<file path="config.mk">
export PLATFORM = sky130hd
export DESIGN_NAME = apm_power_idle
export DESIGN_NICKNAME = d
export VERILOG_FILES = /design/src/hdl/apm_pkg.sv /design/src/hdl/apm_unit_tick.sv /design/src/hdl/apm_idle_timer.sv /design/src/hdl/apm_power_idle.sv
export VERILOG_INCLUDE_DIRS = /design/src /design/src/hdl
export SDC_FILE = /design/constraint.sdc
export NUM_CORES = 1
export LEC_CHECK = 0
export ABC_AREA = 1
export ABC_CLOCK_PERIOD_IN_PS = 2060
export BUFFER_PORTS_ARGS = -buffer_cell sky130_fd_sc_hd__clkbuf_2
export CORE_MARGIN = 4
export CORE_UTILIZATION = 35
export DETAILED_ROUTE_END_ITERATION = 16
export MAX_ROUTING_LAYER = met4
export PLACE_DENSITY_LB_ADDON = 0.25
export SYNTH_ARGS = -nofsm -noshare
export SYNTH_HDL_FRONTEND = slang
export SYNTH_SLANG_ARGS = --single-unit
</file>
<file path="constraint.sdc">
create_clock -name ref_clk -period 2.06 [get_ports ref_clk]
set_input_delay 0.206 -clock ref_clk [delete_from_list [all_inputs] [get_ports ref_clk]]
set_output_delay 0.206 -clock ref_clk [all_outputs]
set_load 0.01 [all_outputs]
</file>
<file path="src/hdl/apm_defs.svh">
// Constants for the automatic power management idle timers.
// Included by every design file except the package; definitions only.
`ifndef APM_DEFS_SVH
`define APM_DEFS_SVH

// Configuration register indexes
`define APM_IDX_ENABLES   8'h32
`define APM_IDX_ACPI_BASE 8'h33
`define APM_IDX_GP_BASE   8'h34
`define APM_IDX_UART_A    8'h35
`define APM_IDX_UART_B    8'h36
`define APM_IDX_FLOPPY    8'h37
`define APM_IDX_PRINTER   8'h38
`define APM_IDX_STANDBY   8'h39
`define APM_IDX_UNIT      8'h3A
`define APM_IDX_IDLE_STS  8'h40
`define APM_IDX_WAKE_STS  8'h41

// Field positions and writable masks
`define APM_BIT_CHIP_EN   7
`define APM_BIT_UNIT      5
`define APM_MASK_ENABLES  8'h8F
`define APM_MASK_ACPI     8'hFC
`define APM_MASK_GP       8'hFE
`define APM_MASK_UNIT     8'h20
`define APM_RST_BYTE      8'h00
`define APM_ZERO_COUNT    8'h00

// Function slots, equal to their enable and status bit positions
`define APM_FN_UART_B     0
`define APM_FN_UART_A     1
`define APM_FN_FLOPPY     2
`define APM_FN_PRINTER    3
`define APM_NUM_FN        4

// Address block offsets
`define APM_ACPI_CNT_OFS  10'h004
`define APM_ACPI_TMR_OFS  10'h008
`define APM_GPE1_OFS      10'h004

// Timing
`define APM_CLK_HZ        40000000
`define APM_TICK_TIME_S   1
`define APM_SECS_PER_MIN  6'd60

`endif

</file>
<file path="src/hdl/apm_pkg.sv">
// Types shared by the power management idle timer design.
// Assumes apm_defs.svh is on the include path.
package apm_pkg;
  typedef enum logic {APM_WORK, APM_SLEEP} apm_state_t;
endpackage

</file>
<file path="src/hdl/apm_unit_tick.sv">
// One-second or one-minute tick for all idle timers.
// Assumes a free-running ref_clk; SEC_CYCLES may be shortened in simulation.
`timescale 1ns/1ps
`default_nettype none
`include "apm_defs.svh"
module apm_unit_tick #(
  parameter int unsigned SEC_CYCLES = `APM_TICK_TIME_S * `APM_CLK_HZ
) (
  // Clock and reset
  input  wire logic ref_clk,
  input  wire logic sys_rst,
  // Unit select: 0 second, 1 minute
  input  wire logic minuteSel,
  // One-cycle pulse per unit
  output logic      tick
);
  logic [31:0] cycCount;
  logic [31:0] next_cycCount;
  logic [5:0]  secCount;
  logic [5:0]  next_secCount;
  logic        next_tick;

  always_comb begin
    next_cycCount = cycCount + 32'h0000_0001;
    next_secCount = secCount;
    next_tick     = 1'b0;
    if (cycCount >= SEC_CYCLES - 32'h0000_0001) begin
      next_cycCount = 32'h0000_0000;
      if (!minuteSel || secCount >= `APM_SECS_PER_MIN - 6'd1) begin
        next_secCount = 6'h00;
        next_tick     = 1'b1; // see RULE18
      end else begin
        next_secCount = secCount + 6'h01;
      end
    end
  end

  always_ff @(posedge ref_clk) begin
    if (sys_rst) begin
      cycCount <= 32'h0000_0000;
      secCount <= 6'h00;
      tick     <= 1'b0;
    end else begin
      cycCount <= next_cycCount;
      secCount <= next_secCount;
      tick     <= next_tick;
    end
  end
endmodule // apm_unit_tick
`default_nettype wire

</file>
<file path="src/hdl/apm_idle_timer.sv">
// Idle timer and working/sleeping state for one function or the whole chip.
// Assumes wakeEvent and tick are on ref_clk; wakeEvent may be a level.
`timescale 1ns/1ps
`default_nettype none
`include "apm_defs.svh"
module apm_idle_timer (
  // Clock and reset
  input  wire logic       ref_clk,
  input  wire logic       sys_rst,
  // Control
  input  wire logic       tick,
  input  wire logic       pmEnable,
  input  wire logic [7:0] initCount,
  input  wire logic       wakeEvent,
  // State and events
  output logic            asleep,
  output logic            expired,
  output logic            woke
);
  apm_pkg::apm_state_t state;
  apm_pkg::apm_state_t next_state;
  logic [7:0]          count;
  logic [7:0]          next_count;
  logic                next_expired;
  logic                next_woke;

  always_comb begin
    next_state   = state;
    next_count   = count;
    next_expired = 1'b0;
    next_woke    = 1'b0;
    if (!pmEnable) begin
      // Without management the function simply stays awake
      next_state = apm_pkg::APM_WORK;
      next_count = initCount;
    end else if (wakeEvent) begin
      next_state = apm_pkg::APM_WORK; // see RULE7
      next_count = initCount;         // see RULE21
      next_woke  = 1'b1;
    end else if (state == apm_pkg::APM_WORK && initCount != `APM_ZERO_COUNT && tick) begin // see RULE12
      if (count <= 8'h01) begin
        next_state   = apm_pkg::APM_SLEEP;
        next_count   = `APM_ZERO_COUNT;
        next_expired = 1'b1;
      end else begin
        next_count = count - 8'h01;
      end
    end
  end

  always_ff @(posedge ref_clk) begin
    if (sys_rst) begin
      state   <= apm_pkg::APM_WORK;
      count   <= `APM_ZERO_COUNT;
      expired <= 1'b0;
      woke    <= 1'b0;
    end else begin
      state   <= next_state;
      count   <= next_count;
      expired <= next_expired;
      woke    <= next_woke;
    end
  end

  assign asleep = (state == apm_pkg::APM_SLEEP);
endmodule // apm_idle_timer
`default_nettype wire

</file>
<file path="src/hdl/apm_power_idle.sv">
// Automatic power management: registers, four function idle timers, standby.
// Assumes config strobes and activity pulses come from logic on ref_clk.
//
// Operation
// RULE1: Enable bit 7 switches all power management functions on or off.
// RULE2: A function is managed only with its own bit and chip enable set.
// RULE3: Software places event block base 100H..3F0H, 16-byte aligned.
// RULE4: Control block decodes at event base plus four, timer at plus eight.
// RULE5: Software places general event base 100H..3F8H, 8-byte aligned.
// RULE6: Second general event block sits at first base plus four.
// RULE7: Any access, interrupt or input to a function wakes it.
// RULE8: Serial A reloads its count on wake, sleeps when it reaches zero.
// RULE9: Serial B reloads its count on wake, sleeps when it reaches zero.
// RULE10: Floppy reloads its count on wake, sleeps when it reaches zero.
// RULE11: Printer reloads its count on wake, sleeps when it reaches zero.
// RULE12: A zero count disables power down; the function keeps its state.
// RULE13: Idle count applies only with function and chip enables set.
// RULE14: All timers count in seconds or minutes, chosen by one bit.
// RULE15: With all four functions asleep, standby count loads and counts down.
// RULE16: Standby reaching zero sleeps the chip; zero count disables this.
// RULE17: Standby count applies only while chip enable is set.
// RULE18: Unit bit 5 at zero picks seconds, at one picks minutes.
// RULE19: Expiry sets an idle status bit; writing one clears it.
// RULE20: Waking sets a wake status bit and reloads the idle timer.
// RULE21: A wake while counting restarts from the programmed count.
`timescale 1ns/1ps
`default_nettype none
`include "apm_defs.svh"
module apm_power_idle #(
  parameter int unsigned SEC_CYCLES = `APM_TICK_TIME_S * `APM_CLK_HZ
) (
  // Clock and reset
  input  wire logic       ref_clk,
  input  wire logic       sys_rst,
  // Configuration index/data ports
  input  wire logic       configMode,
  input  wire logic       cfgIndexWr,
  input  wire logic       cfgDataWr,
  input  wire logic [7:0] cfgWrData,
  output logic      [7:0] cfgRdData,
  // Function activity, bit per function
  input  wire logic [3:0] fnActivity,
  // Power states
  output logic      [3:0] fnSleep,
  output logic            chipSleep,
  // Address block decode
  output logic            acpiDecodeEn,
  output logic      [9:0] acpiEvtBase,
  output logic      [9:0] acpiCntBase,
  output logic      [9:0] acpiTmrBase,
  output logic      [9:0] gpe0Base,
  output logic      [9:0] gpe1Base
);
  // Configuration state
  logic [7:0] cfgIndex;
  logic [7:0] next_cfgIndex;
  logic [7:0] pmEnables;
  logic [7:0] next_pmEnables;
  logic [7:0] acpiBaseReg;
  logic [7:0] next_acpiBaseReg;
  logic [7:0] gpBaseReg;
  logic [7:0] next_gpBaseReg;
  logic [7:0] idleInit [0:`APM_NUM_FN-1];
  logic [7:0] next_idleInit [0:`APM_NUM_FN-1];
  logic [7:0] standbyInit;
  logic [7:0] next_standbyInit;
  logic [7:0] unitReg;
  logic [7:0] next_unitReg;
  logic [3:0] idleSts;
  logic [3:0] next_idleSts;
  logic [3:0] wakeSts;
  logic [3:0] next_wakeSts;
  logic [7:0] next_cfgRdData;
  logic [9:0] next_acpiEvtBase;
  logic [9:0] next_gpe0Base;
  logic       next_acpiDecodeEn;

  // Timer wiring
  logic       unitTick;
  logic       chipEnable;
  logic       dataWrite;
  logic [3:0] fnEnable;
  logic [3:0] fnAsleep;
  logic [3:0] fnExpired;
  logic [3:0] fnWoke;
  logic       allAsleep;
  logic       standbyAsleep;

  assign chipEnable = pmEnables[`APM_BIT_CHIP_EN]; // see RULE1
  assign dataWrite  = configMode && cfgDataWr;
  assign allAsleep  = &fnAsleep;

  apm_unit_tick #(
    .SEC_CYCLES (SEC_CYCLES)
  ) u_tick (
    .ref_clk   (ref_clk),
    .sys_rst   (sys_rst),
    .minuteSel (unitReg[`APM_BIT_UNIT]), // see RULE14
    .tick      (unitTick)
  );

  // One timer per function; slot index equals the enable bit position
  genvar g;
  generate
    for (g = 0; g < `APM_NUM_FN; g++) begin : g_fn
      assign fnEnable[g] = chipEnable && pmEnables[g]; // see RULE2 see RULE13
      apm_idle_timer u_timer (
        .ref_clk   (ref_clk),
        .sys_rst   (sys_rst),
        .tick      (unitTick),
        .pmEnable  (fnEnable[g]),
        .initCount (idleInit[g]),
        .wakeEvent (fnActivity[g]), // see RULE7 see RULE20
        .asleep    (fnAsleep[g]),   // see RULE8 see RULE9 see RULE10 see RULE11
        .expired   (fnExpired[g]),
        .woke      (fnWoke[g])
      );
    end
  endgenerate

  // Standby is held reloaded while any function is awake
  apm_idle_timer u_standby (
    .ref_clk   (ref_clk),
    .sys_rst   (sys_rst),
    .tick      (unitTick),
    .pmEnable  (chipEnable),   // see RULE17
    .initCount (standbyInit),  // see RULE16
    .wakeEvent (!allAsleep),   // see RULE15
    .asleep    (standbyAsleep),
    .expired   (),
    .woke      ()
  );

  assign fnSleep   = fnAsleep;
  assign chipSleep = standbyAsleep;

  always_comb begin
    next_cfgIndex    = cfgIndex;
    next_pmEnables   = pmEnables;
    next_acpiBaseReg = acpiBaseReg;
    next_gpBaseReg   = gpBaseReg;
    next_standbyInit = standbyInit;
    next_unitReg     = unitReg;
    for (int i = 0; i < `APM_NUM_FN; i++) begin
      next_idleInit[i] = idleInit[i];
    end
    if (configMode && cfgIndexWr) begin
      next_cfgIndex = cfgWrData;
    end
    if (dataWrite) begin
      if (cfgIndex == `APM_IDX_ENABLES) begin
        next_pmEnables = cfgWrData & `APM_MASK_ENABLES;
      end else if (cfgIndex == `APM_IDX_ACPI_BASE) begin
        next_acpiBaseReg = cfgWrData & `APM_MASK_ACPI; // see RULE3
      end else if (cfgIndex == `APM_IDX_GP_BASE) begin
        next_gpBaseReg = cfgWrData & `APM_MASK_GP;     // see RULE5
      end else if (cfgIndex == `APM_IDX_UART_A) begin
        next_idleInit[`APM_FN_UART_A] = cfgWrData;
      end else if (cfgIndex == `APM_IDX_UART_B) begin
        next_idleInit[`APM_FN_UART_B] = cfgWrData;
      end else if (cfgIndex == `APM_IDX_FLOPPY) begin
        next_idleInit[`APM_FN_FLOPPY] = cfgWrData;
      end else if (cfgIndex == `APM_IDX_PRINTER) begin
        next_idleInit[`APM_FN_PRINTER] = cfgWrData;
      end else if (cfgIndex == `APM_IDX_STANDBY) begin
        next_standbyInit = cfgWrData;
      end else if (cfgIndex == `APM_IDX_UNIT) begin
        next_unitReg = cfgWrData & `APM_MASK_UNIT;    // see RULE18
      end
    end
  end

  // Status: a set in the same cycle as a write-one clear wins
  always_comb begin
    next_idleSts = idleSts & ~fnWoke;
    next_wakeSts = wakeSts & ~fnExpired;
    if (dataWrite && cfgIndex == `APM_IDX_IDLE_STS) begin
      next_idleSts = next_idleSts & ~cfgWrData[3:0];
    end
    if (dataWrite && cfgIndex == `APM_IDX_WAKE_STS) begin
      next_wakeSts = next_wakeSts & ~cfgWrData[3:0];
    end
    next_idleSts = next_idleSts | fnExpired; // see RULE19
    next_wakeSts = next_wakeSts | fnWoke;    // see RULE20
  end

  // Read data lags the index by one cycle; reads have no side effects
  always_comb begin
    next_cfgRdData = `APM_RST_BYTE;
    if (cfgIndex == `APM_IDX_ENABLES) begin
      next_cfgRdData = pmEnables;
    end else if (cfgIndex == `APM_IDX_ACPI_BASE) begin
      next_cfgRdData = acpiBaseReg;
    end else if (cfgIndex == `APM_IDX_GP_BASE) begin
      next_cfgRdData = gpBaseReg;
    end else if (cfgIndex == `APM_IDX_UART_A) begin
      next_cfgRdData = idleInit[`APM_FN_UART_A];
    end else if (cfgIndex == `APM_IDX_UART_B) begin
      next_cfgRdData = idleInit[`APM_FN_UART_B];
    end else if (cfgIndex == `APM_IDX_FLOPPY) begin
      next_cfgRdData = idleInit[`APM_FN_FLOPPY];
    end else if (cfgIndex == `APM_IDX_PRINTER) begin
      next_cfgRdData = idleInit[`APM_FN_PRINTER];
    end else if (cfgIndex == `APM_IDX_STANDBY) begin
      next_cfgRdData = standbyInit;
    end else if (cfgIndex == `APM_IDX_UNIT) begin
      next_cfgRdData = unitReg;
    end else if (cfgIndex == `APM_IDX_IDLE_STS) begin
      next_cfgRdData = {4'h0, idleSts};
    end else if (cfgIndex == `APM_IDX_WAKE_STS) begin
      next_cfgRdData = {4'h0, wakeSts};
    end
  end

  always_comb begin
    next_acpiEvtBase  = {acpiBaseReg[7:2], 4'h0};
    next_gpe0Base     = {gpBaseReg[7:1], 3'h0};
    next_acpiDecodeEn = chipEnable; // see RULE1
  end

  always_ff @(posedge ref_clk) begin
    if (sys_rst) begin
      cfgIndex     <= `APM_RST_BYTE;
      pmEnables    <= `APM_RST_BYTE;
      acpiBaseReg  <= `APM_RST_BYTE;
      gpBaseReg    <= `APM_RST_BYTE;
      standbyInit  <= `APM_RST_BYTE;
      unitReg      <= `APM_RST_BYTE;
      idleSts      <= 4'h0;
      wakeSts      <= 4'h0;
      cfgRdData    <= `APM_RST_BYTE;
      acpiDecodeEn <= 1'b0;
      acpiEvtBase  <= 10'h000;
      acpiCntBase  <= 10'h000;
      acpiTmrBase  <= 10'h000;
      gpe0Base     <= 10'h000;
      gpe1Base     <= 10'h000;
      for (int i = 0; i < `APM_NUM_FN; i++) begin
        idleInit[i] <= `APM_RST_BYTE;
      end
    end else begin
      cfgIndex     <= next_cfgIndex;
      pmEnables    <= next_pmEnables;
      acpiBaseReg  <= next_acpiBaseReg;
      gpBaseReg    <= next_gpBaseReg;
      standbyInit  <= next_standbyInit;
      unitReg      <= next_unitReg;
      idleSts      <= next_idleSts;
      wakeSts      <= next_wakeSts;
      cfgRdData    <= next_cfgRdData;
      acpiDecodeEn <= next_acpiDecodeEn;
      acpiEvtBase  <= next_acpiEvtBase;
      acpiCntBase  <= next_acpiEvtBase + `APM_ACPI_CNT_OFS; // see RULE4
      acpiTmrBase  <= next_acpiEvtBase + `APM_ACPI_TMR_OFS; // see RULE4
      gpe0Base     <= next_gpe0Base;
      gpe1Base     <= next_gpe0Base + `APM_GPE1_OFS;        // see RULE6
      for (int i = 0; i < `APM_NUM_FN; i++) begin
        idleInit[i] <= next_idleInit[i];
      end
    end
  end
endmodule // apm_power_idle
`default_nettype wire

</file>
==> metrics.txt, run 1 <==
final worst setup slack=roughly 230 ps; vias in the first global route=between 7,000 and 8,000; WP depth=13; Synth Flop Type=dfxtp_1; ANT cells=0; Max FO, Critical Path=20; worst vdd ir=0.4371 mV; total wire length=about 24 mm; final hold viol count=0; initial antenna violation count=0; vias=roughly 8,000; CP bufs+invs=3; Syn. warnings=0; Worst Setup EP=u_tick.cycCount[15]$_SDFF_PP0_; Final Core Density=0.3979; syn avg cell area=just over 7 um^2; r2r worst-path depth=13; Critical Path End Type=flop; Slowest-stage cell, CP=dfxtp_1; Cell Area, Synth=0.009369 mm^2; Yosys top cell by area=dfxtp_1; count leader, synth=nand2_1; Critical Path Max Stage Delay=380 ps; fillers=around 2,700; Initial Utilization=0.3575; cell area after layout=approximately 0.010 mm^2; CP startpoint=u_tick.cycCount[0]$_SDFF_PP0_; setup TNS=0 ps; Max-Cap Viols=0; WL/cell=roughly 14 um; worst path cell trace=ha_1, nand2_1, inv_2, nand2_2, nor3_2, nand2_1, nand2_1, nand2_1, nand2_4, nor2_8, inv_2, buf_12, nor2_1; worst-skew pair later-pin latency=440 ps; number of distinct library cells after synthesis=41; ys async rst share=0; clk buf depth=2; final worst path period share=0.8891; final cell count without fillers=roughly 1,700; Boundary Pins=between 80 and 90; Hold Slack=31.07 ps; CTS tree=yes; Core Rows=about 60; pin count of the biggest net entering global routing=43; overall die width=about 170 um; clock slew at reported path FFs=80 ps; layout cell share with drive strength beyond 1=0.1385; delay-heaviest family, CP=simple AND/OR/NAND/NOR gates; Mapped Cells=between 1,000 and 1,500; status=complete, no violations; clock root cell=clkbuf_16; register bit total from synthesis=190; FF-to-FF Start=u_tick.cycCount[0]$_SDFF_PP0_; Reg2Reg Setup Slack=230 ps; Relative slew margins=0.6275; post-cts resize count=0; worst min path class=input port to flop; Period minus WS final=approximately 1800 ps; placed cells=1,660; first-pass iteration count of the detailed router=5; Final #Nets=between 1,000 and 1,500; most used cell, CP=nand2_1; Synth area leaders=dfxtp_1 41%, nand2_1 8.5%, nor2_1 7.1%; Worst Hold Path Cells=2; core box area=roughly 0.026 mm^2; Synth top cells by count=213 x nand2_1, 190 x dfxtp_1, 176 x nor2_1; Die Span Y=about 170 um; R2R Path End=u_tick.cycCount[15]$_SDFF_PP0_; final setup fails=0; Leak Pwr=4.363 nW; Placed Instance Area=slightly below 0.01 mm^2; CTS Hold Bufs=0; Req. time, crit path=around 2400 ps; Slew @ Worst Pin=between 500 and 600 ps; Startpoint Class=flop; first-pass GRT wire length=38.96 mm; Pwr Total=a little over 7 mW; DRT antenna net count=0; gpl congestion=approximately 0.88; Global Route Usage Sum=0.1701; Crit Path Class=flop to flop; Seq/Total Area, Yosys=0.4060; Final Skew=roughly 17 ps; DRC violations left=0; Pwr per Cell Area=about 690 mW/mm^2; initial DRC count=approximately 470; number of clock sinks=190; Port Buf Inserts=65; drt via density=around 4.8; Arr. time, crit path=roughly 2200 ps; RSZ-0062 raised after global routing=no; GR Overflow Total=0; H-tree levels=4; Max Fclk=~0.55 GHz; Slew Viols, Final=0; Post-synth EDFFs=0; post-synth top area share=0.4060; Setup WS pre-CTS=approximately 220 ps; post-CTS setup buffer count=0; total CTS buffers=17; Syn-to-layout area delta=11.31%; detailed placement HPWL=between 15 and 20 mm; die area=0.02945 mm^2
## logic make-up (layout without fill, tap and decap cells)
group / Yosys count / in the layout / synth area share
AOI/OAI and AO/OA: 261 / 261 / 0.1524
xor gates and xnor gates: 41 / 41 / 0.03833
adders and majority gates: 12 / 12 / 0.01603
buffers and inverters: 249 / 289 / 0.1213
DFF: 190 / 190 / 0.4060
other: 1 / 21 / 0.0004003
and+or+nand+nor: 543 / 543 / 0.2656
## metal layers
metal / global-route usage / up-vias / part of all wire
li1: - / 4240 / -
met2: 0.2511 / 181 / 0.44
met5: - / - / 0
met3: 0.02528 / 27 / 0.042
met1: 0.2425 / 3698 / 0.50
met4: 0.04719 / 0 / 0.015
## sequential cells by signal, indices dropped and copies added (netlist names), 4 cells and up
| register | cells |
|---|---|
| g_fn.u_timer.count | 32 |
| idleInit | 32 |
| u_tick.cycCount | 32 |
| cfgIndex | 8 |
| cfgRdData | 8 |
| standbyInit | 8 |
| u_standby.count | 8 |
| gpBaseReg | 7 |
| gpe0Base | 7 |
| acpiBaseReg | 6 |
| acpiEvtBase | 6 |
| u_tick.secCount | 6 |
| pmEnables | 5 |
| g_fn.u_timer.asleep | 4 |
| g_fn.u_timer.expired | 4 |
| g_fn.u_timer.woke | 4 |
| idleSts | 4 |
| wakeSts | 4 |
## where the power goes
part | internal (mW) | switching, mW | leakage [nW]
combinational | 0.0666 | 0.205 | 2.55
clock | 1.62 | 1.62 | 0.277
sequential | 3.69 | 0.0129 | 1.53
## layout by cell type (no fill, tap or decap), types with 26 or more instances in the layout
cell and instances:
inv_1 156, nor3_1 26, nor2_1 176, o21ai_0 85, a21oi_1 100, nand4_1 26, nand3_1 40, xor2_1 30
clkbuf_2 65, dfxtp_1 190, nand2_1 213
## how the worst min path moves through the flow
stage,from,endpoint,slack [ps]
after global placement,gpBaseReg[4]$_SDFFE_PP0P_,gpe0Base[6]$_SDFF_PP0_,440
after CTS,fnActivity[0],g_fn[0].u_timer.woke$_SDFF_PP0_,10
after floorplan,cfgWrData[5],unitReg[5]$_SDFFE_PP0P_,330
after global routing,fnActivity[3],g_fn[3].u_timer.woke$_SDFF_PP0_,20
after detailed placement,gpBaseReg[4]$_SDFFE_PP0P_,gpe0Base[6]$_SDFF_PP0_,440
final,fnActivity[0],g_fn[0].u_timer.woke$_SDFF_PP0_,30
## cell type report
type                       count  area [um^2]  area share
inverter                     178        668.1     0.06407
sequential                   190         3804      0.3647
tap                          335        419.2     0.04019
timing repair buffer          79        455.4     0.04367
multi-input combinational    878         4504      0.4319
clock buffer                  19        432.9     0.04151
clock inverter                13        145.1     0.01392
Note: power is estimated with default switching activity, not from simulation.
==> run 2: changes to the inputs <==
--- a/config.mk
+++ b/config.mk
@@ -9,6 +9,7 @@
 export ABC_AREA = 1
 export ABC_CLOCK_PERIOD_IN_PS = 2060
 export BUFFER_PORTS_ARGS = -buffer_cell sky130_fd_sc_hd__clkbuf_2
+export CORE_ASPECT_RATIO = 0.8
 export CORE_MARGIN = 4
 export CORE_UTILIZATION = 35
 export DETAILED_ROUTE_END_ITERATION = 16
==> run 2 against run 1 <==
  * Utilization is 0.13 points higher
  * Fmax is 1.1% higher
  * Clock power is 8.6% higher
  * Register-to-register slack better by 20 ps
  * Non-clock buffer count is 1 lower
  * Flip-flop and latch count stayed put
  * Worst setup slack better by 21 ps
  * Total power is 3.8% higher
  * Sequential share of layout area is 0.29 points lower
  * Sequential power hardly changed
  * Cell area is 0.79% higher
  * Global-route usage is 0.064 points lower
==> metrics.txt, run 2 (synthesis gave the netlist of run 1 again) <==
status=complete, no violations; CTS Hold Bufs=0 (unchanged); Relative slew margins=0.6247 (-0.002822); Reg2Reg Setup Slack=250 ps (+20 ps); number of clock sinks=190 (unchanged); Core Rows=53 (-10%); r2r worst-path depth=7 (-6); CTS tree=yes; Pwr per Cell Area=712.8 mW/mm^2 (+3.0%); clk buf depth=2 (unchanged); Max-Cap Viols=0 (unchanged); fillers=2,787 (+1.8%); final setup fails=0 (unchanged); Max Fclk=0.5522 GHz (+1.1%); Leak Pwr=4.395 nW (+0.73%); Critical Path End Type=flop; initial antenna violation count=0 (unchanged); Crit Path Class=flop to flop; overall die width=190.9 um (+11%); post-CTS setup buffer count=0 (unchanged); gpl congestion=0.8873 (+0.78%); WL/cell=14.17 um (+0.19%); Slew @ Worst Pin=560.4 ps (+1.617 ps); drt via density=4.743 (-1.5%); DRT antenna net count=0 (unchanged); Arr. time, crit path=2120 ps (-40 ps); first-pass iteration count of the detailed router=5 (unchanged); multi-input logic area=0.004504 mm^2 (unchanged); Placed Instance Area=0.009883 mm^2 (+0.33%); pin count of the biggest net entering global routing=62 (+44%); Port Buf Inserts=65 (unchanged); R2R Path End=gpBaseReg[4]$_SDFFE_PP0P_; commonest non-fill, non-tap cell in the layout=nand2_1; worst-skew pair later-pin latency=440 ps (about the same); total wire length=24.27 mm (+1.4%); FF-to-FF Start=cfgIndex[4]$_SDFFE_PP0P_; Initial Utilization=0.3559 (-0.001631); Period minus WS final=1811 ps (-20.67 ps); final cell count without fillers=1,713 (+1.2%); H-tree levels=4 (unchanged); Req. time, crit path=2370 ps (-20 ps); Global Route Usage Sum=0.1694 (-0.0006351); setup TNS=0 ps (unchanged); GR Overflow Total=0 (unchanged); biggest registers after layout=g_fn.u_timer.count: 32 flops, idleInit: 32 flops, u_tick.cycCount: 32 flops; post-cts resize count=0 (unchanged); commonest non-fill, non-tap cells in the layout=213 x nand2_1, 190 x dfxtp_1, 176 x nor2_1; hold path startpoint=fnActivity[2]; ANT cells=0 (unchanged); Worst Hold Path Cells=2 (unchanged); Boundary Pins=81 (unchanged); worst min path class=input port to flop; met1 Track Usage GR=0.2564 (+0.01387); WHS Endpoint=g_fn[2].u_timer.woke$_SDFF_PP0_; RSZ-0062 raised after global routing=no; GR Layer Usage met3=0.03181 (+0.006533); total CTS buffers=17 (unchanged); grt met2 use=0.2324 (-0.01872); first-pass GRT wire length=38.83 mm (-0.34%); placed cells=1,681 (+1.3%); Syn-to-layout area delta=12.19%; clock root cell=clkbuf_16; Slew Viols, Final=0 (unchanged); final hold viol count=0 (unchanged); Hold Slack=53.56 ps (+22.49 ps); cell area after layout=0.01051 mm^2 (+0.79%); Max FO, Critical Path=18 (-10%); core box area=0.02633 mm^2 (+0.46%); Pwr Total=7.493 mW (+3.8%); Startpoint Class=flop; die area=0.02947 mm^2 (about the same); final worst path period share=0.8791 (-0.01003); Final #Nets=1,372 (-0.073%); vias=8,124 (-0.27%); DRC violations left=0 (unchanged); Final Skew=11.04 ps (-6.365 ps); clock slew at reported path FFs=70 ps (about the same); detailed placement HPWL=17.66 mm (+0.52%); vias in the first global route=7,234 (-4.0%); busiest metal layer after global routing=met1; worst vdd ir=0.5974 mV (+37%); Die Span Y=154.3 um (-10%); Reg area=0.003804 mm^2 (unchanged); layout cell share with drive strength beyond 1=0.1394 (+0.0008396); initial DRC count=627 (+34%)
==> run 2: cell types whose count changed in the layout (fill, tap and decap cells not counted) <==
cell       before  now
clkinv_2        0    1
bufinv_16       0    3
clkbuf_8        0    2
inv_6           7    5
clkbuf_1        2    0
buf_4          12   10
clkinv_4        0    2
buf_12          2    3
clkinv_8        4    0
==> run 2: worst max-delay path by stage <==
stage / to / start
after floorplan: u_tick.cycCount[0]$_SDFF_PP0_ / u_tick.cycCount[0]$_SDFF_PP0_
after global placement: u_tick.cycCount[0]$_SDFF_PP0_ / u_tick.cycCount[0]$_SDFF_PP0_
after detailed placement: u_tick.cycCount[1]$_SDFF_PP0_ / u_tick.cycCount[0]$_SDFF_PP0_
after CTS: u_tick.cycCount[1]$_SDFF_PP0_ / u_tick.cycCount[0]$_SDFF_PP0_
after global routing: gpBaseReg[4]$_SDFFE_PP0P_ / cfgIndex[5]$_SDFFE_PP0P_
final: gpBaseReg[4]$_SDFFE_PP0P_ / cfgIndex[4]$_SDFFE_PP0P_
==> run 2: cell type report <==
| type | instances | area share |
|---|---|---|
| Clock buffer | 19 | 0.04309 |
| Clock inverter | 13 | 0.01666 |
| Inverter | 178 | 0.06356 |
| Multi-Input combinational cell | 878 | 0.4285 |
| Sequential cell | 190 | 0.3619 |
| Tap cell | 357 | 0.04250 |
| Timing Repair Buffer | 78 | 0.04380 |
==> run 2: critical path: stages (launching register included) <==
cell     delay (ps)
dfxtp_1         350
nand2_2          90
nor2_8          270
nand3_2         180
inv_1           170
nand2_1         290
o21ai_0         270
a21oi_1          60
==> run 2: routing by layer <==
metal  vias to the layer above  part of all wire
met5                         -                 0
met4                         0            0.0073
met3                        12             0.057
met2                       185              0.41
met1                      3695              0.52
li1                       4232                 -
==> run 2: metrics by stage <==
step / setup WS, ps / utilization
after floorplan: 488.6 / -
after CTS: 237.3 / 0.3993
after global placement: 305.1 / 0.3754
after detailed placement: 255.6 / 0.3754
final: 249.0 / 0.3993
after global routing: 53.59 / 0.3993
==> run 2: where the power goes <==
part,switching (mW),internal [mW]
sequential,0.0130,3.69
combinational,0.207,0.0644
clock,1.51,2.01
total,1.73,5.76
==> run 3: changes to the inputs <==
--- a/config.mk
+++ b/config.mk
@@ -7,14 +7,14 @@
 export NUM_CORES = 1
 export LEC_CHECK = 0
 export ABC_AREA = 1
-export ABC_CLOCK_PERIOD_IN_PS = 2060
 export BUFFER_PORTS_ARGS = -buffer_cell sky130_fd_sc_hd__clkbuf_2
 export CORE_ASPECT_RATIO = 0.8
 export CORE_MARGIN = 4
 export CORE_UTILIZATION = 35
+export CTS_BUF_LIST = sky130_fd_sc_hd__clkbuf_2 sky130_fd_sc_hd__clkbuf_4 sky130_fd_sc_hd__clkbuf_8
 export DETAILED_ROUTE_END_ITERATION = 16
 export MAX_ROUTING_LAYER = met4
-export PLACE_DENSITY_LB_ADDON = 0.25
+export PLACE_DENSITY = 0.63
 export SYNTH_ARGS = -nofsm -noshare
 export SYNTH_HDL_FRONTEND = slang
 export SYNTH_SLANG_ARGS = --single-unit
==> run 3 against run 2 <==
  * First-iteration DRC count down 3.3%
  * Cell count hardly changed
  * Via count is essentially flat
  * Routed wire length down 2.9%
  * Global-route usage decreased by 0.43 points
  * Critical path depth up 6
  * Register-to-register slack about the same
  * Die area unchanged
==> metrics.txt, run 3 (synthesis gave the netlist of run 1 again) <==
worst vdd ir=0.3908 mV (-35%); r2r worst-path depth=13 (+6); RSZ-0062 raised after global routing=no; drt via density=4.744 (about the same); DRC violations left=0 (unchanged); WHS Endpoint=g_fn[2].u_timer.expired$_SDFF_PP0_; post-CTS setup buffer count=0 (unchanged); Worst Hold Path Cells=4 (+2); Pwr Total=6.759 mW (-9.8%); vias in the first global route=7,393 (+2.2%); Reg area=0.003804 mm^2 (unchanged); Req. time, crit path=2440 ps (+70 ps); H-tree levels=4 (unchanged); biggest registers after layout=g_fn.u_timer.count: 32 flops, idleInit: 32 flops, u_tick.cycCount: 32 flops; Placed Instance Area=0.009853 mm^2 (-0.30%); detailed placement HPWL=16.80 mm (-4.9%); Relative slew margins=0.6044 (-0.02026); clock root cell=clkbuf_8; Die Span Y=154.3 um (unchanged); pin count of the biggest net entering global routing=94 (+52%); Crit Path Class=flop to flop; clk buf depth=2 (unchanged); cell area after layout=0.01034 mm^2 (-1.7%); total wire length=23.57 mm (-2.9%); Leak Pwr=4.306 nW (-2.0%); Final Core Density=0.3926 (-0.006654); first-pass GRT wire length=38.47 mm (-0.94%); final worst path period share=0.8755 (-0.003566); WL/cell=13.75 um (-2.9%); clock slew at reported path FFs=100 ps (+30 ps); Period minus WS final=1804 ps (-7.345 ps); commonest non-fill, non-tap cell in the layout=nand2_1; Boundary Pins=81 (unchanged); Critical Path End Type=flop; fillers=2,774 (-0.47%); post-cts resize count=0 (unchanged); vias=8,131 (+0.086%); initial DRC count=606 (-3.3%); first-pass iteration count of the detailed router=5 (unchanged); Setup WS pre-CTS=262.7 ps (+7.103 ps); layout cell share with drive strength beyond 1=0.1364 (-0.002950); Max FO, Critical Path=20 (+2); multi-input logic area=0.004504 mm^2 (unchanged); Reg2Reg Setup Slack=260 ps (about the same); Final #Nets=1,372 (unchanged); setup TNS=0 ps (unchanged); number of clock sinks=190 (unchanged); initial antenna violation count=0 (unchanged); final hold viol count=0 (unchanged); final cell count without fillers=1,714 (+0.058%); Arr. time, crit path=2180 ps (+60 ps); Final Skew=20.44 ps (+9.400 ps); FF-to-FF Start=u_tick.cycCount[0]$_SDFF_PP0_; Pwr per Cell Area=653.9 mW/mm^2 (-8.3%); R2R Path End=u_tick.cycCount[7]$_SDFF_PP0_; commonest non-fill, non-tap cells in the layout=213 x nand2_1, 190 x dfxtp_1, 176 x nor2_1; Startpoint Class=flop; Slew Viols, Final=0 (unchanged); Initial Utilization=0.3559 (unchanged); Core Rows=53 (unchanged); Slew @ Worst Pin=590.6 ps (+30.24 ps); GR Overflow Total=0 (unchanged); final setup fails=0 (unchanged); gpl congestion=0.9094 (+2.5%); DRT antenna net count=0 (unchanged); status=complete, no violations; worst-skew pair later-pin latency=480 ps (+40 ps); CTS tree=yes; CTS Hold Bufs=4 (+4); hold path startpoint=sys_rst; Max-Cap Viols=0 (unchanged); final worst setup slack=256.4 ps (+7.345 ps); Max Fclk=0.5544 GHz (+0.41%); worst min path class=input port to flop; placed cells=1,677 (-0.24%); die area=0.02947 mm^2 (unchanged); total CTS buffers=17 (unchanged); Syn-to-layout area delta=10.32%; Global Route Usage Sum=0.1651 (-0.004328); Hold Slack=105.9 ps (+52.37 ps); core box area=0.02633 mm^2 (unchanged); overall die width=190.9 um (unchanged); Port Buf Inserts=65 (unchanged)
## run 3: worst max-delay path by stage
stage                                        from                        endpoint  slack [ps]  cells after the start
floorplan           u_tick.cycCount[0]$_SDFF_PP0_   u_tick.cycCount[0]$_SDFF_PP0_         490                     13
global placement    u_tick.cycCount[0]$_SDFF_PP0_   u_tick.cycCount[0]$_SDFF_PP0_         310                     13
detailed placement  u_tick.cycCount[0]$_SDFF_PP0_  u_tick.cycCount[10]$_SDFF_PP0_         260                     13
CTS                 u_tick.cycCount[0]$_SDFF_PP0_   u_tick.cycCount[7]$_SDFF_PP0_         240                     13
global route        u_tick.cycCount[0]$_SDFF_PP0_   u_tick.cycCount[0]$_SDFF_PP0_          50                     13
finish              u_tick.cycCount[0]$_SDFF_PP0_   u_tick.cycCount[7]$_SDFF_PP0_         260                     13
## run 3: power by group
| part | internal (mW) | switching [mW] |
|---|---|---|
| clock | 1.35 | 1.44 |
| combinational | 0.0681 | 0.206 |
| sequential | 3.69 | 0.0131 |
## run 3: worst max-delay path: stages, from the launching register on
cell     delay [ps]
dfxtp_1         390
ha_1            180
nand2_1          70
inv_2            70
nand2_2          80
nor3_2          180
nand2_1          80
nand2_1          70
nand2_1          80
nand2_4         150
nor2_8           60
inv_2            80
buf_12          160
nor2_1           50
## run 3: layout make-up
| type | count | area share |
|---|---|---|
| tap | 357 | 0.04321 |
| multi-input combinational | 878 | 0.4358 |
| antenna | 1 | 0.0002421 |
| inverter | 178 | 0.06464 |
| sequential | 190 | 0.3680 |
| clock buffer | 17 | 0.02264 |
| timing repair buffer | 78 | 0.04551 |
| clock inverter | 15 | 0.01997 |
## run 3: routing by layer
metal | GRT usage | wire, um
met2 | 0.2282 | 9623
met3 | 0.03204 | 1622
met4 | 0.04068 | 310
met5 | - | 0
met1 | 0.2464 | 12020
